`src/inc/lf_rx_pkg.sv`:
```
package lf_rx_pkg;

    // Register addresses on the special function bus
    localparam logic [7:0] ADDR_STATUS = 8'hA4;
    localparam logic [7:0] ADDR_BYTE = 8'hA5;
    localparam logic [7:0] ADDR_FILTER = 8'hB2;
    localparam logic [7:0] ADDR_DIV_LOW = 8'hB3;
    localparam logic [7:0] ADDR_CD_MODE = 8'hB5;
    localparam logic [7:0] ADDR_CONTROL = 8'hF9;

    // Status register bit positions
    localparam int ST_SERIAL_BIT = 0;
    localparam int ST_BIT_PEND = 1;
    localparam int ST_BIT_OVF = 2;
    localparam int ST_BYTE_PEND = 3;
    localparam int ST_BYTE_OVF = 4;
    localparam int ST_RAW_CHIP = 5;
    localparam int ST_DEC_ERR = 6;
    localparam int ST_RAW_CARRIER = 7;

    // Carrier filter and carrier detector mode fields
    localparam int FILT_TIME_LSB = 4;
    localparam int FILT_MODE_LSB = 0;
    localparam int CDM_EXTEND = 7;
    localparam int CDM_CAL_SEL_LSB = 4;
    localparam int CDM_CAL_EN = 3;
    localparam int CDM_FREEZE = 2;
    localparam int CDM_HOLD_LSB = 0;

    // Reset values
    localparam logic [7:0] RST_ZERO = 8'h00;
    localparam logic [1:0] RST_FIELD2 = 2'h0;
    localparam logic [2:0] RST_FIELD3 = 3'h0;

    // Hold time base: two low-power periods, doubled per code step
    localparam logic [4:0] HOLD_BASE_TICKS = 5'h02;
    localparam logic [2:0] BYTE_LAST_BIT = 3'h7;

    typedef enum logic [1:0] {
        FM_OFF = 2'h0,
        FM_AFTER_ON = 2'h1,
        FM_ALWAYS = 2'h2,
        FM_RESERVED = 2'h3
    } filter_mode_t;

    // Plain storage registers of the rest of the receiver
    localparam int N_PLAIN = 14;
    localparam logic [7:0] PLAIN_ADDR [N_PLAIN] = '{
        8'hA6, 8'hA7, 8'hAF, 8'hB4, 8'hB6, 8'hB7, 8'hBE,
        8'hBF, 8'hC5, 8'hC6, 8'hC7, 8'hCE, 8'hCF, 8'hF9
    };
    localparam logic [7:0] PLAIN_RST [N_PLAIN] = '{
        8'h00, 8'h00, 8'h00, 8'h00, 8'h00, 8'h00, 8'hFF,
        8'hFF, 8'h64, 8'h00, 8'h00, 8'hFF, 8'hFF, 8'h00
    };

endpackage

```
`src/core/lf_sync2.sv`:
```
`timescale 1ns/1ns
`default_nettype none

module lf_sync2 #(
    parameter int WIDTH = 2
) (
    // Clock and reset
    input wire logic clk,
    input wire logic rst,
    // Asynchronous levels in, synchronised levels out
    input wire logic [WIDTH-1:0] async_in,
    output logic [WIDTH-1:0] sync_out
);

    logic [WIDTH-1:0] meta_q;

    // Two flops per bit; the first stage feeds only the second
    genvar i;
    generate
        for (i = 0; i < WIDTH; i++) begin : g_bit
            always_ff @(posedge clk) begin
                if (rst) begin
                    meta_q[i] <= 1'b0;
                    sync_out[i] <= 1'b0;
                end else begin
                    meta_q[i] <= async_in[i];
                    sync_out[i] <= meta_q[i];
                end
            end
        end
    endgenerate

endmodule // lf_sync2

`default_nettype wire

```
`src/core/lf_receiver_data_and_carrier_cfg.sv`:
```
`timescale 1ns/1ns
`default_nettype none

module lf_receiver_data_and_carrier_cfg (
    // Clock and reset
    input wire logic clk,
    input wire logic rst,
    // Special function register port
    input wire logic [7:0] sfr_addr,
    input wire logic sfr_rd,
    input wire logic sfr_wr,
    input wire logic [7:0] sfr_wdata,
    output logic [7:0] sfr_rdata,
    // Wakeup event and low-power oscillator tick
    input wire logic wakeup,
    input wire logic lp_tick,
    // Decoder and front end
    input wire logic dec_bit_valid,
    input wire logic dec_bit,
    input wire logic dec_violation,
    input wire logic raw_chip_in,
    input wire logic raw_carrier_in,
    // Carrier detector configuration
    output logic [1:0] filter_time_sel,
    output logic [1:0] filter_mode_sel,
    output logic on_time_extend,
    output logic [2:0] cal_threshold_sel,
    output logic threshold_cal_enable,
    output logic threshold_freeze_enable,
    output logic [1:0] carrier_hold_time,
    output logic [7:0] divider_low_bits,
    // Derived carrier behaviour
    output logic carrier_held,
    output logic filter_active,
    output logic rx_keep_on
);

    logic serial_rx_bit_q;
    logic bit_pending_flag_q;
    logic bit_overflow_flag_q;
    logic byte_pending_flag_q;
    logic byte_overflow_flag_q;
    logic decode_error_flag_q;
    logic [7:0] lf_rx_byte_q;
    logic [6:0] shift_q;
    logic [2:0] bit_cnt_q;
    logic [4:0] hold_cnt_q;
    logic carrier_prev_q;
    logic [7:0] plain_q [lf_rx_pkg::N_PLAIN];
    logic raw_chip_bit;
    logic raw_carrier_bit;

    // Raw levels are asynchronous to the core clock
    lf_sync2 #(
        .WIDTH(2)
    ) u_sync (
        .clk(clk),
        .rst(rst),
        .async_in({raw_carrier_in, raw_chip_in}),
        .sync_out({raw_carrier_bit, raw_chip_bit})
    );

    // Address decode
    wire hit_status = (sfr_addr == lf_rx_pkg::ADDR_STATUS);
    wire hit_byte = (sfr_addr == lf_rx_pkg::ADDR_BYTE);
    wire hit_filter = (sfr_addr == lf_rx_pkg::ADDR_FILTER);
    wire hit_div_low = (sfr_addr == lf_rx_pkg::ADDR_DIV_LOW);
    wire hit_cd_mode = (sfr_addr == lf_rx_pkg::ADDR_CD_MODE);
    wire rd_status = sfr_rd && hit_status;
    wire rd_byte = sfr_rd && hit_byte;
    wire wr_status = sfr_wr && hit_status;
    wire byte_done = dec_bit_valid && (bit_cnt_q == lf_rx_pkg::BYTE_LAST_BIT);

    // Status image; raw bits are live levels
    wire [7:0] status_image = {
        raw_carrier_bit,
        decode_error_flag_q,
        raw_chip_bit,
        byte_overflow_flag_q,
        byte_pending_flag_q,
        bit_overflow_flag_q,
        bit_pending_flag_q,
        serial_rx_bit_q
    };
    wire [7:0] filter_image = {2'b00, filter_time_sel, 2'b00, filter_mode_sel};
    wire [7:0] cd_mode_image = {on_time_extend, cal_threshold_sel, threshold_cal_enable,
                                threshold_freeze_enable, carrier_hold_time};

    // Software clear: writing 0 to an overflow or error bit clears it
    wire clr_bit_ovf = wr_status && !sfr_wdata[lf_rx_pkg::ST_BIT_OVF];
    wire clr_byte_ovf = wr_status && !sfr_wdata[lf_rx_pkg::ST_BYTE_OVF];
    wire clr_dec_err = wr_status && !sfr_wdata[lf_rx_pkg::ST_DEC_ERR];

    // Serial bit interface; a new bit wins over a clearing read
    always_ff @(posedge clk) begin
        if (rst || wakeup) begin
            serial_rx_bit_q <= 1'b0;
            bit_pending_flag_q <= 1'b0;
            bit_overflow_flag_q <= 1'b0;
        end else begin
            if (dec_bit_valid) begin
                serial_rx_bit_q <= dec_bit;
            end
            bit_pending_flag_q <= dec_bit_valid || (bit_pending_flag_q && !rd_status);
            if (dec_bit_valid && bit_pending_flag_q && !rd_status) begin
                bit_overflow_flag_q <= 1'b1;
            end else if (clr_bit_ovf) begin
                bit_overflow_flag_q <= 1'b0;
            end
        end
    end

    // Byte assembly, first received bit lands in bit 7
    always_ff @(posedge clk) begin
        if (rst || wakeup) begin
            lf_rx_byte_q <= lf_rx_pkg::RST_ZERO;
            shift_q <= 7'h00;
            bit_cnt_q <= 3'h0;
            byte_pending_flag_q <= 1'b0;
            byte_overflow_flag_q <= 1'b0;
        end else begin
            if (dec_bit_valid) begin
                shift_q <= {shift_q[5:0], dec_bit};
                bit_cnt_q <= bit_cnt_q + 3'h1;
            end
            if (byte_done) begin
                lf_rx_byte_q <= {shift_q, dec_bit};
            end
            byte_pending_flag_q <= byte_done || (byte_pending_flag_q && !rd_byte);
            if (byte_done && byte_pending_flag_q && !rd_byte) begin
                byte_overflow_flag_q <= 1'b1;
            end else if (clr_byte_ovf) begin
                byte_overflow_flag_q <= 1'b0;
            end
        end
    end

    // Decode error is sticky until written as 0 or cleared by wakeup
    always_ff @(posedge clk) begin
        if (rst || wakeup) begin
            decode_error_flag_q <= 1'b0;
        end else if (dec_violation) begin
            decode_error_flag_q <= 1'b1;
        end else if (clr_dec_err) begin
            decode_error_flag_q <= 1'b0;
        end
    end

    // Carrier filter register; wakeup leaves both fields alone
    always_ff @(posedge clk) begin
        if (rst) begin
            filter_time_sel <= lf_rx_pkg::RST_FIELD2;
            filter_mode_sel <= lf_rx_pkg::RST_FIELD2;
        end else if (sfr_wr && hit_filter) begin
            filter_time_sel <= sfr_wdata[lf_rx_pkg::FILT_TIME_LSB +: 2];
            filter_mode_sel <= sfr_wdata[lf_rx_pkg::FILT_MODE_LSB +: 2];
        end
    end

    // Carrier detector mode; threshold field is stored as written
    always_ff @(posedge clk) begin
        if (rst) begin
            on_time_extend <= 1'b0;
            cal_threshold_sel <= lf_rx_pkg::RST_FIELD3;
            threshold_cal_enable <= 1'b0;
            threshold_freeze_enable <= 1'b0;
            carrier_hold_time <= lf_rx_pkg::RST_FIELD2;
        end else if (sfr_wr && hit_cd_mode) begin
            on_time_extend <= sfr_wdata[lf_rx_pkg::CDM_EXTEND];
            cal_threshold_sel <= sfr_wdata[lf_rx_pkg::CDM_CAL_SEL_LSB +: 3];
            threshold_cal_enable <= sfr_wdata[lf_rx_pkg::CDM_CAL_EN];
            threshold_freeze_enable <= sfr_wdata[lf_rx_pkg::CDM_FREEZE];
            carrier_hold_time <= sfr_wdata[lf_rx_pkg::CDM_HOLD_LSB +: 2];
        end
    end

    // Divider low byte
    always_ff @(posedge clk) begin
        if (rst) begin
            divider_low_bits <= lf_rx_pkg::RST_ZERO;
        end else if (sfr_wr && hit_div_low) begin
            divider_low_bits <= sfr_wdata;
        end
    end

    // Storage for the neighbouring receiver registers, control at F9 included
    genvar gi;
    generate
        for (gi = 0; gi < lf_rx_pkg::N_PLAIN; gi++) begin : g_plain
            always_ff @(posedge clk) begin
                if (rst) begin
                    plain_q[gi] <= lf_rx_pkg::PLAIN_RST[gi];
                end else if (sfr_wr && sfr_addr == lf_rx_pkg::PLAIN_ADDR[gi]) begin
                    plain_q[gi] <= sfr_wdata;
                end
            end
        end
    endgenerate

    // Read mux; unmapped addresses answer zero
    logic [7:0] rd_mux;
    always_comb begin
        rd_mux = lf_rx_pkg::RST_ZERO;
        if (hit_status) begin
            rd_mux = status_image;
        end else if (hit_byte) begin
            rd_mux = lf_rx_byte_q;
        end else if (hit_filter) begin
            rd_mux = filter_image;
        end else if (hit_div_low) begin
            rd_mux = divider_low_bits;
        end else if (hit_cd_mode) begin
            rd_mux = cd_mode_image;
        end else begin
            for (int k = 0; k < lf_rx_pkg::N_PLAIN; k++) begin
                if (sfr_addr == lf_rx_pkg::PLAIN_ADDR[k]) begin
                    rd_mux = plain_q[k];
                end
            end
        end
    end

    always_ff @(posedge clk) begin
        if (rst) begin
            sfr_rdata <= lf_rx_pkg::RST_ZERO;
        end else if (sfr_rd) begin
            sfr_rdata <= rd_mux;
        end
    end

    // Hold counter reloads on the falling carrier, counts low-power ticks
    wire [4:0] hold_ticks = 5'(lf_rx_pkg::HOLD_BASE_TICKS << carrier_hold_time);
    wire carrier_fall = carrier_prev_q && !raw_carrier_bit;
    always_ff @(posedge clk) begin
        if (rst) begin
            carrier_prev_q <= 1'b0;
            hold_cnt_q <= 5'h00;
        end else begin
            carrier_prev_q <= raw_carrier_bit;
            if (carrier_fall) begin
                hold_cnt_q <= hold_ticks;
            end else if (lp_tick && hold_cnt_q != 5'h00) begin
                hold_cnt_q <= hold_cnt_q - 5'h01;
            end
        end
    end

    // Filter on/off per mode; reserved mode leaves filtering off
    logic filter_d;
    always_comb begin
        case (lf_rx_pkg::filter_mode_t'(filter_mode_sel))
            lf_rx_pkg::FM_ALWAYS: filter_d = 1'b1;
            lf_rx_pkg::FM_AFTER_ON: filter_d = !carrier_held;
            default: filter_d = 1'b0;
        endcase
    end

    // Derived outputs, all registered
    always_ff @(posedge clk) begin
        if (rst) begin
            carrier_held <= 1'b0;
            filter_active <= 1'b0;
            rx_keep_on <= 1'b0;
        end else begin
            carrier_held <= raw_carrier_bit || carrier_fall || hold_cnt_q != 5'h00;
            filter_active <= filter_d;
            rx_keep_on <= on_time_extend && carrier_held;
        end
    end
endmodule // lf_receiver_data_and_carrier_cfg

`default_nettype wire

```
`config.mk`:
```
export PLATFORM = sky130hd
export DESIGN_NAME = lf_receiver_data_and_carrier_cfg
export DESIGN_NICKNAME = d
export VERILOG_FILES = /design/src/inc/lf_rx_pkg.sv /design/src/core/lf_sync2.sv /design/src/core/lf_receiver_data_and_carrier_cfg.sv
export SDC_FILE = /design/constraint.sdc
export NUM_CORES = 1
export LEC_CHECK = 0
export BUFFER_PORTS_ARGS = -buffer_cell sky130_fd_sc_hd__buf_2
export CAP_MARGIN = 40
export CELL_PAD_IN_SITES_DETAIL_PLACEMENT = 0
export CELL_PAD_IN_SITES_GLOBAL_PLACEMENT = 1
export CORE_UTILIZATION = 48
export CTS_CLUSTER_SIZE = 16
export DETAILED_ROUTE_END_ITERATION = 16
export GPL_TIMING_DRIVEN = 0
export HOLD_SLACK_MARGIN = 0.12
export PLACE_DENSITY_LB_ADDON = 0.05
export SLEW_MARGIN = 20
export SYNTH_ARGS = -nofsm -noshare
export SYNTH_HDL_FRONTEND = slang
export SYNTH_SLANG_ARGS = --single-unit
```
`constraint.sdc`:
```
create_clock -name clk -period 2.35 [get_ports clk]
set_clock_uncertainty 0.1 [all_clocks]
set_input_delay 0.3525 -clock clk [delete_from_list [all_inputs] [get_ports clk]]
set_output_delay 0.3525 -clock clk [all_outputs]
set_load 0.02 [all_outputs]
```
==> out/results.ini, run 1 <==
[sta]
setup_ws_ns = 0.0935
finalSetupViolCount = 0
worst-slew-pin-transition_ns = 0.894
rsz0062_at_grt = no
slew_headroom_pct = 40.4
drv_slew = 0
hold_viol_final = 0
max_freq_mhz = 443
timing.hold.ws_ns = 0.152
min_period_ns = 2.26
period_share_pct = 96.0

[drt]
dr.first_iter.drc_count = 747
drc_errors = 0
drt-pass1-iter-count = 5
wl_per_cell_microns = 25.3
postRouteAntennaNets = 0
wirelength_microns = 29500
vias = 7271
vias_per_cell = 6.23

[hold_path]
worstHoldEndpoint = on_time_extend$_SDFFE_PP0P_
hold_depth = 3
hold_path_startpoint = sfr_wdata[7]
hp-class = primary input to register

[global_routing]
antenna_found_initial = 1
grt_max_degree = 19
track_usage_pct = 32.8
grt_pass1_wl_microns = 42500
grt.overflow.total = 0
grt_pass1_vias = 6829

[worst_setup_path]
rrSetupSlack_ns = 0.31
cp.required_ns = 2.64
path_max_fanout = 10
arrival_ns = 2.55
worstSetupPathType = primary input to register
r2r_cells = 5
r2r_start = plain_q[1][11]$_SDFFCE_PN0P_
worstReg2RegEnd = sfr_rdata[3]$_SDFFE_PP0P_
start_kind = primary input
cp-end-kind = register

[floorplan]
die-area_sq_um = 18600
die_height_microns = 136
die-width_microns = 136
start_util_pct = 49.6
core.rowCount = 48
io_pins = 58
core_region_area_sq_um = 17400

[cts]
clk_latency_ns = 0.45
clk_pin_slew_ns = 0.07
cts_max_level = 4
clock-sinks = 176
numCtsBuffers = 17
clock_path_buffers = 2
cts-root-buf = clkbuf_16
cts_tree = built
postCtsSetupRepairBufs = 0

[final_layout]
final_cell_mix = edfxtp_1, nand2_1, buf_2
mostFrequentLayoutCell = edfxtp_1
diodes = 0
drive_gt1_share_pct = 15.2
nets = 962
stdcell_area_sq_um = 9850
fin_util_pct = 56.5
area_growth_pct = 13.9

[power]
powerDensity_nw_per_um2 = 726
switching_share_pct = 28.3
p_leak_nw = 3.49
p_sw_w = 0.00202
peakVddDrop_uv = 569
combPwrFrac_pct = 11.2
total_power_w = 0.00715
internal-power_w = 0.00513
sequentialPowerShare_pct = 49.3
p_clk_share_pct = 39.6

[yosys]
syn_inst = 845
synth_cell_type_count = 76
synth.area.top_cells = edfxtp_1, dfxtp_1, and2_1, nand2_1, a21oi_1
avgSynthCellArea_sq_um = 10.2
syn_nets = 878
synth-edff-count = 112
async_flop_share_pct = 0
ys.warnings.count = 0
syn_area_sq_um = 8640
ys.flop_type = edfxtp_1
synth_top_area_share_pct = 38.9
ys_ff_latch = 176
yosysSeqAreaShare_pct = 53.7
yosysTopAreaCell = edfxtp_1

[placement]
post-place-ws_ns = -0.568
gp_congestion = 1.01
io_buffers = 53
dpl.hpwl_microns = 21600
dpl_cell_area_sq_um = 9230

[outcome]
status = complete, no violations

[flow_run]
drv_cap = 0

==> metal layers <==
metal / vias up / global-route usage (%) / part of all wire, %
met1: 3489 / 41.9 / 40
met2: 425 / 51.0 / 45
met3: 92 / 7.76 / 9.3
met5: - / 0 / 0.041
li1: 3263 / - / -
met4: 2 / 18.5 / 4.9
==> cells by family (layout without fill, tap and decap cells) <==
| family | count (synthesis) | in the layout | share of synthesized area (%) |
|---|---|---|---|
| DFF | 176 | 176 | 53.7 |
| muxes | 30 | 30 | 3.68 |
| AOI/OAI and AO/OA | 185 | 185 | 14.1 |
| xor gates and xnor gates | 5 | 5 | 0.507 |
| adders and majority gates | 6 | 6 | 0.868 |
| and+or+nand+nor | 365 | 365 | 22.9 |
| buffers and inverters | 78 | 175 | 4.27 |
==> stage by stage <==
step | std cells | setup TNS [ns]
5_1_grt | 1167 | 0
3_3_place_gp | 1123 | -51.78
3_5_place_dp | 1130 | -38.37
6_report | 1167 | 0
2_1_floorplan | 845 | 0
4_1_cts | 1166 | 0
==> worst max-delay path by stage <==
stage	startpoint	end	slack [ns]	cells after the start
detailed placement	sfr_wr	plain_q[1][14]$_SDFFCE_PN0P_	-0.57	5
floorplan	sfr_addr[6]	plain_q[0][10]$_SDFFCE_PN0P_	0.15	5
CTS	sfr_addr[1]	plain_q[0][0]$_SDFFCE_PN0P_	0.07	5
finish	sfr_addr[0]	sfr_rdata[0]$_SDFFE_PP0P_	0.09	8
global placement	sfr_wr	plain_q[1][10]$_SDFFCE_PN0P_	-0.70	4
global route	sfr_addr[1]	plain_q[0][37]$_SDFFCE_PN0P_	0.02	6
==> Yosys cell counts (all sizes together) (3+ instances only) <==
master / n
edfxtp: 112
a22oi: 11
nand2b: 15
buf: 29
mux2: 4
nand3: 36
o32ai: 4
a32oi: 3
ha: 6
dfxtp: 64
o22ai: 13
a2111oi: 3
nor3b: 4
nor2: 55
a221oi: 3
nand2: 86
o21ai: 35
nor3: 19
clkbuf: 33
inv: 15
nand3b: 3
and3: 14
a21oi: 53
xnor2: 3
o21a: 7
mux2i: 25
and2: 73
a31oi: 10
or3: 29
nor4: 5
a211oi: 9
o2bb2ai: 4
nor2b: 13
a311oi: 3
o211ai: 8
==> worst max-delay path, cell delays in order <==
cell	delay, ns
buf_6	0.12
buf_4	0.20
nor2b_1	0.58
a22oi_1	0.19
o21ai_0	0.44
a31oi_1	0.20
a311oi_1	0.32
o21a_1	0.15
==> flip-flops by register name, indices dropped and copies added (netlist names), 2 cells and up <==
| signal | count |
|---|---|
| bit_cnt_q | 3 |
| cal_threshold_sel | 3 |
| carrier_hold_time | 2 |
| divider_low_bits | 8 |
| filter_mode_sel | 2 |
| filter_time_sel | 2 |
| hold_cnt_q | 5 |
| lf_rx_byte_q | 8 |
| plain_q | 112 |
| sfr_rdata | 8 |
| shift_q | 7 |
| u_sync.meta_q | 2 |
| u_sync.sync_out | 2 |
==> power groups by stage <==
stage	logic (W)	registers, W	clock network [W]
2_1_floorplan	0.000490	0.00357	0
3_3_place_gp	0.000755	0.00358	0
5_1_grt	0.000858	0.00354	0.00295
6_report	0.000801	0.00352	0.00283
3_5_place_dp	0.000774	0.00359	0
4_1_cts	0.000789	0.00352	0.00283
==> what timing repair did <==
| action | in CTS | in global routing |
|---|---|---|
| setup endpoints to repair | 4 | 5 |
| gates resized for setup | 2 | 1 |
| endpoints found under the hold margin | 5 | 0 |
| hold buffers | 4 | 0 |
==> final cells by class <==
class	count	area, sq um
tap	225	282
clock inverter	14	146
sequential	176	4640
timing repair buffer	65	345
fill	1556	7570
buffer	62	310
inverter	16	60.1
multi-input combinational	591	3630
clock buffer	18	429
(Power assumes the default switching activity.)
==> run 2: changes to the inputs <==
--- a/config.mk
+++ b/config.mk
@@ -16,3 +16,3 @@
 export HOLD_SLACK_MARGIN = 0.12
-export PLACE_DENSITY_LB_ADDON = 0.05
+export PLACE_DENSITY = 0.83
 export SLEW_MARGIN = 20
==> constraint.sdc (replaced) <==
create_clock -name clk -period 2.35 [get_ports clk]
set_clock_uncertainty 0.1 [all_clocks]
set_input_delay 0.47 -clock clk [delete_from_list [all_inputs] [get_ports clk]]
set_output_delay 0.47 -clock clk [all_outputs]
set_load 0.02 [all_outputs]
==> run 2 against run 1 <==
Global-route usage decreased by 2.0 points. Critical endpoint is now sfr_rdata[2]$_SDFFE_PP0P_. Largest power group unchanged. Register-to-register slack improved by 0.02 ns. Routed wire length decreased by 6.7%. Die area unchanged. Total power decreased by 1.4%. Worst hold slack got worse by 0.016 ns. Core utilization decreased by 0.15 points. Flip-flop and latch count unchanged. Combinational power decreased by 3.1%.
==> out/results.ini, run 2 (synthesized netlist as in run 1, its figures left out) <==
[cts]
cts_tree = built  ; unchanged
clk_latency_ns = 0.45  ; about the same
cts-root-buf = clkbuf_16  ; unchanged
numCtsBuffers = 17  ; unchanged
clock-sinks = 176  ; unchanged
clock_path_buffers = 2  ; unchanged
clk_pin_slew_ns = 0.07  ; about the same
cts_max_level = 4  ; unchanged
hold_buffers = 0  ; was 4

[worst_setup_path]
start_kind = primary input  ; unchanged
arrival_ns = 2.60  ; was 2.55 ns
worstSetupPathType = primary input to register  ; unchanged
cp-end-kind = register  ; unchanged
path_max_fanout = 10  ; unchanged
cp.required_ns = 2.64  ; about the same

[power]
p_sw_w = 0.00194  ; was 0.00202 W
p_clk_share_pct = 39.2  ; was 39.6%
internal-power_w = 0.00512  ; was 0.00513 W
peakVddDrop_uv = 542  ; was 569 uV
powerDensity_nw_per_um2 = 718  ; was 726 nW/um^2
p_leak_nw = 3.49  ; about the same
sequentialPowerShare_pct = 49.8  ; was 49.3%
switching_share_pct = 27.5  ; was 28.3%
combPwrFrac_pct = 11.0  ; was 11.2%

[flow_run]
drv_cap = 0  ; unchanged

[drt]
dr.first_iter.drc_count = 818  ; was 747
postRouteAntennaNets = 0  ; unchanged
wl_per_cell_microns = 23.6  ; was 25.3 microns
vias_per_cell = 6.11  ; was 6.23
vias = 7118  ; was 7271
drt-pass1-iter-count = 5  ; unchanged
wirelength_microns = 27500  ; was 29500 microns
drc_errors = 0  ; unchanged

[final_layout]
mostFrequentLayoutCell = edfxtp_1  ; unchanged
regMostFlops = plain_q  ; unchanged
final_cell_mix = edfxtp_1, nand2_1, buf_2, and2_1, dfxtp_1  ; was edfxtp_1, nand2_1, buf_2
largest_register_ffs = 112  ; unchanged
layout.area.seq_sq_um = 4640  ; unchanged
fin_util_pct = 56.4  ; was 56.5%
nets = 959  ; was 962
nFillCells = 1613  ; was 1556
area_growth_pct = 13.6  ; was 13.9%
final_cells = 1165  ; was 1167
drive_gt1_share_pct = 15.7  ; was 15.2%
multi_input_area_sq_um = 3640  ; was 3630 sq um

[global_routing]
grt.overflow.total = 0  ; unchanged
track_usage_pct = 30.8  ; was 32.8%
grt_pass1_wl_microns = 40600  ; was 42500 microns
grt_pass1_vias = 6684  ; was 6829
antenna_found_initial = 0  ; was 1
grt_max_degree = 19  ; unchanged

[sta]
hold_viol_final = 0  ; unchanged
finalSetupViolCount = 0  ; unchanged
drv_slew = 0  ; unchanged
min_period_ns = 2.31  ; was 2.26 ns
rsz0062_at_grt = no  ; unchanged
slew_headroom_pct = 47.2  ; was 40.4%
setup-tns-final_ns = 0  ; unchanged
max_freq_mhz = 433  ; was 443 MHz
period_share_pct = 98.4  ; was 96.0%
worst-slew-pin-transition_ns = 0.792  ; was 0.894 ns

[hold_path]
hp-class = primary input to register  ; unchanged

[placement]
place_inst = 1130  ; unchanged
gp_congestion = 0.989  ; was 1.01
io_buffers = 53  ; unchanged
dpl.hpwl_microns = 19900  ; was 21600 microns

[outcome]
status = complete, no violations  ; unchanged

[floorplan]
die_height_microns = 136  ; unchanged
die-area_sq_um = 18600  ; unchanged
io_pins = 58  ; unchanged
core.rowCount = 48  ; unchanged
core_region_area_sq_um = 17400  ; unchanged
die-width_microns = 136  ; unchanged
start_util_pct = 49.6  ; unchanged

[run 2: what timing repair did]
action | 4_1_cts | 5_1_grt
setup buffers | 0 | 0
gates resized for setup | 0 | 6
endpoints found under the setup margin | 0 | 35
[run 2: power groups by stage]
stage	clock network (W)	registers (W)	logic (W)
after global placement	0	0.00358	0.000758
final	0.00277	0.00351	0.000776
after CTS	0.00277	0.00351	0.000763
after detailed placement	0	0.00358	0.000757
after floorplan	0	0.00357	0.000490
after global routing	0.00288	0.00353	0.000832
[run 2: area by class of cell]
cell class / instances / share of cell area [%]
Multi-Input combinational cell: 591 / 37.0
Clock inverter: 15 / 1.46
Timing Repair Buffer: 62 / 3.24
Inverter: 16 / 0.611
Tap cell: 225 / 2.87
Clock buffer: 17 / 4.33
Antenna cell: 1 / 0.0255
Buffer: 62 / 3.16
Sequential cell: 176 / 47.3
[run 2: metrics by stage]
stage	setup slack, ns	area [sq um]	hold slack (ns)	total power (W)
6_report	0.0385	9820	0.136	0.00705
5_1_grt	0.0298	9820	0.140	0.00724
4_1_cts	0.0134	9800	0.132	0.00704
3_5_place_dp	-0.435	9230	0.322	0.00434
3_3_place_gp	-0.706	9190	0.320	0.00433
2_1_floorplan	0.0279	8640	0.314	0.00406
[run 2: layer usage]
metal | part of all wire [%] | track usage (%)
met3 | 9.3 | 6.56
met4 | 2.9 | 12.8
met5 | 0 | 0
met2 | 45 | 46.1
met1 | 43 | 43.0
[run 2: worst paths after layout]
| path | depth (start not counted) | from | slack [ns] | endpoint |
|---|---|---|---|---|
| worst max-delay path | 7 | sfr_addr[1] | 0.04 | sfr_rdata[2]$_SDFFE_PP0P_ |
| worst min-delay path | 2 | raw_carrier_in | 0.14 | u_sync.meta_q[1]$_SDFF_PP0_ |
| worst max register to register | 5 | plain_q[1][27]$_SDFFCE_PN1P_ | 0.33 | sfr_rdata[3]$_SDFFE_PP0P_ |
| worst min register to register | 1 | u_sync.meta_q[1]$_SDFF_PP0_ | 0.34 | u_sync.sync_out[1]$_SDFF_PP0_ |
[run 2: critical path, cell delays in order]
cell and delay (ns):
buf_4 0.16, nor2b_1 0.49, nand2_1 0.38, nor2_1 0.35
a32oi_1 0.14, a31oi_1 0.43, o21a_1 0.18
==> run 3: changes to the inputs <==
--- a/config.mk
+++ b/config.mk
@@ -8,3 +8,3 @@
 export BUFFER_PORTS_ARGS = -buffer_cell sky130_fd_sc_hd__buf_2
-export CAP_MARGIN = 40
+export CAP_MARGIN = 20
 export CELL_PAD_IN_SITES_DETAIL_PLACEMENT = 0
@@ -12,3 +12,2 @@
 export CORE_UTILIZATION = 48
-export CTS_CLUSTER_SIZE = 16
 export DETAILED_ROUTE_END_ITERATION = 16
==> constraint.sdc (replaced) <==
create_clock -name clk -period 2.35 [get_ports clk]
set_clock_uncertainty 0.1 [all_clocks]
set_input_delay 0.1175 -clock clk [delete_from_list [all_inputs] [get_ports clk]]
set_output_delay 0.1175 -clock clk [all_outputs]
set_load 0.02 [all_outputs]
==> run 3 against run 2 <==
Flip-flop and latch count unchanged. Via count up 2.2%. Critical path depth down 3. Final cell count up 0.77%. Core utilization up 0.74 points. Worst setup slack better by 0.11 ns. Register-to-register slack about the same. Total power up 0.34%. Cell area up 1.3%. Global-route usage up 0.65 points. Fmax up 4.8%. First-iteration DRC count up 12%. Critical path type unchanged. Largest power group unchanged.
==> out/results.ini, run 3 (synthesized netlist as in run 1, its figures left out) <==
[final_layout]
stdcell_area_sq_um = 9950  ; was 9820 sq um
mostFrequentLayoutCell = edfxtp_1  ; unchanged
regMostFlops = plain_q  ; unchanged
diodes = 0  ; was 1
drive_gt1_share_pct = 14.3  ; was 15.7%
final_cell_mix = edfxtp_1, nand2_1, and2_1  ; was edfxtp_1, nand2_1, buf_2, and2_1, dfxtp_1
largest_register_ffs = 112  ; unchanged
nFillCells = 1559  ; was 1613
nets = 969  ; was 959
area_growth_pct = 15.1  ; was 13.6%

[sta]
finalSetupViolCount = 0  ; unchanged
slew_headroom_pct = 22.0  ; was 47.2%
worst-slew-pin-transition_ns = 1.16  ; was 0.792 ns
drv_slew = 0  ; unchanged
max_freq_mhz = 453  ; was 433 MHz
rsz0062_at_grt = no  ; unchanged
timing.hold.ws_ns = 0.166  ; was 0.136 ns
hold_viol_final = 0  ; unchanged
min_period_ns = 2.21  ; was 2.31 ns
setup-tns-final_ns = 0  ; unchanged
period_share_pct = 93.9  ; was 98.4%

[cts]
clk_latency_ns = 0.45  ; about the same
cts-root-buf = clkbuf_16  ; unchanged
cts-resized-gates = 0  ; unchanged
clock_path_buffers = 2  ; unchanged
clk_pin_slew_ns = 0.07  ; about the same
numCtsBuffers = 17  ; unchanged
clock-sinks = 176  ; unchanged
cts_max_level = 4  ; unchanged
cts_tree = built  ; unchanged

[flow_run]
drv_cap = 0  ; unchanged

[floorplan]
core.rowCount = 48  ; unchanged
start_util_pct = 49.6  ; unchanged
die-width_microns = 136  ; unchanged
die_height_microns = 136  ; unchanged
core_region_area_sq_um = 17400  ; unchanged
die-area_sq_um = 18600  ; unchanged
io_pins = 58  ; unchanged

[placement]
dpl.hpwl_microns = 19800  ; was 19900 microns
dpl_cell_area_sq_um = 9200  ; was 9230 sq um
io_buffers = 53  ; unchanged
gp_congestion = 0.989  ; unchanged

[worst_setup_path]
cp.required_ns = 2.31  ; was 2.64 ns
arrival_ns = 2.17  ; was 2.60 ns
worstSetupPathType = primary input to register  ; unchanged
cpMaxStageDelayCell = o21ai_0  ; was nor2b_1
path_cells = clkbuf_1 > buf_1 > nand2_1 > o21ai_0  ; was buf_4 > nor2b_1 > nand2_1 > nor2_1 > a32oi_1 > a31oi_1 > o21a_1
rrSetupSlack_ns = 0.34  ; was 0.33 ns
start_kind = primary input  ; unchanged
r2r_start = plain_q[1][27]$_SDFFCE_PN1P_  ; unchanged
cp-end-kind = register  ; unchanged
worstReg2RegEnd = sfr_rdata[3]$_SDFFE_PP0P_  ; unchanged
path_max_fanout = 10  ; unchanged
max_stage_delay_ns = 0.95  ; was 0.49 ns
r2r_cells = 5  ; unchanged

[global_routing]
grt.overflow.total = 0  ; unchanged
grt_max_degree = 19  ; unchanged
grt_pass1_vias = 6768  ; was 6684
track_usage_pct = 31.4  ; was 30.8%
grt_pass1_wl_microns = 41400  ; was 40600 microns
antenna_found_initial = 0  ; unchanged

[power]
powerDensity_nw_per_um2 = 711  ; was 718 nW/um^2
peakVddDrop_uv = 548  ; was 542 uV
p_leak_nw = 3.53  ; was 3.49 nW

[drt]
wirelength_microns = 28000  ; was 27500 microns
vias_per_cell = 6.20  ; was 6.11
dr.first_iter.drc_count = 920  ; was 818
drt-pass1-iter-count = 5  ; unchanged
drc_errors = 0  ; unchanged
postRouteAntennaNets = 0  ; unchanged
wl_per_cell_microns = 23.8  ; was 23.6 microns
vias = 7276  ; was 7118

[outcome]
status = complete, no violations  ; unchanged

[hold_path]
hold_path_startpoint = rst  ; was raw_carrier_in
worstHoldEndpoint = byte_overflow_flag_q$_SDFFE_PP0P_  ; was u_sync.meta_q[1]$_SDFF_PP0_
hold_depth = 4  ; was 2
hp-class = primary input to register  ; unchanged

-- run 3: changes by cell type in the layout (fill, tap and decap cells not counted), moves of 2 or more --
| cell | delta |
|---|---|
| nand2_1 | +2 |
| nand2_2 | -2 |
| buf_2 | -6 |
| inv_6 | -2 |
| buf_4 | -2 |
| dlygate4sd3_1 | +18 |
-- run 3: through the flow --
stage	cells	util (%)	setup WS, ns	total power [W]
after global routing	1174	57.1	0.114	0.00726
after floorplan	845	-	0.380	0.00406
after CTS	1174	57.1	0.198	0.00706
after detailed placement	1124	52.8	-0.270	0.00434
final	1174	57.1	0.144	0.00708
after global placement	1123	52.8	-0.354	0.00433
-- run 3: critical path, delay by kind of cell --
family	cells	cell delay [ns]
AOI/OAI and AO/OA	1	0.95
buffers and inverters	2	0.87
and+or+nand+nor	1	0.21
-- run 3: report_power, final --
group	switching [W]	leakage (nW)	total [W]	internal, W
clock network	0.00136	0.280	0.00277	0.00141
logic	0.000505	1.64	0.000795	0.000290
registers	0.0000768	1.60	0.00351	0.00344
-- run 3: how the worst max path moves through the flow --
stage | startpoint | to | slack [ns] | cells after the start
6_report | sfr_wr | plain_q[0][12]$_SDFFCE_PN0P_ | 0.14 | 4
5_1_grt | sfr_addr[6] | plain_q[0][12]$_SDFFCE_PN0P_ | 0.11 | 6
4_1_cts | sfr_wr | plain_q[1][38]$_SDFFCE_PN1P_ | 0.20 | 4
3_5_place_dp | sfr_addr[0] | plain_q[0][13]$_SDFFCE_PN0P_ | -0.27 | 6
3_3_place_gp | sfr_wr | plain_q[1][10]$_SDFFCE_PN0P_ | -0.35 | 4
2_1_floorplan | sfr_addr[6] | plain_q[0][10]$_SDFFCE_PN0P_ | 0.38 | 5
-- run 3: cell type report --
| cell class | count | area, sq um | share of cell area (%) |
|---|---|---|---|
| multi-input combinational | 591 | 3630 | 36.5 |
| clock inverter | 15 | 146 | 1.47 |
| tap | 225 | 282 | 2.83 |
| clock buffer | 17 | 425 | 4.28 |
| inverter | 16 | 60.1 | 0.604 |
| buffer | 62 | 309 | 3.11 |
| sequential | 176 | 4640 | 46.7 |
| timing repair buffer | 72 | 453 | 4.55 |
-- run 3: what timing repair did --
item / CTS / global route
hold buffers: 18 / 0
endpoints found under the hold margin: 67 / 0
setup buffers: 0 / 0
-- run 3: layer usage --
metal	wire (microns)	global-route usage, %	vias up
met4	1050	13.9	0
met5	0	0	-
li1	-	-	3270
met1	11800	44.5	3511
met3	2740	5.52	68
met2	12400	46.9	427
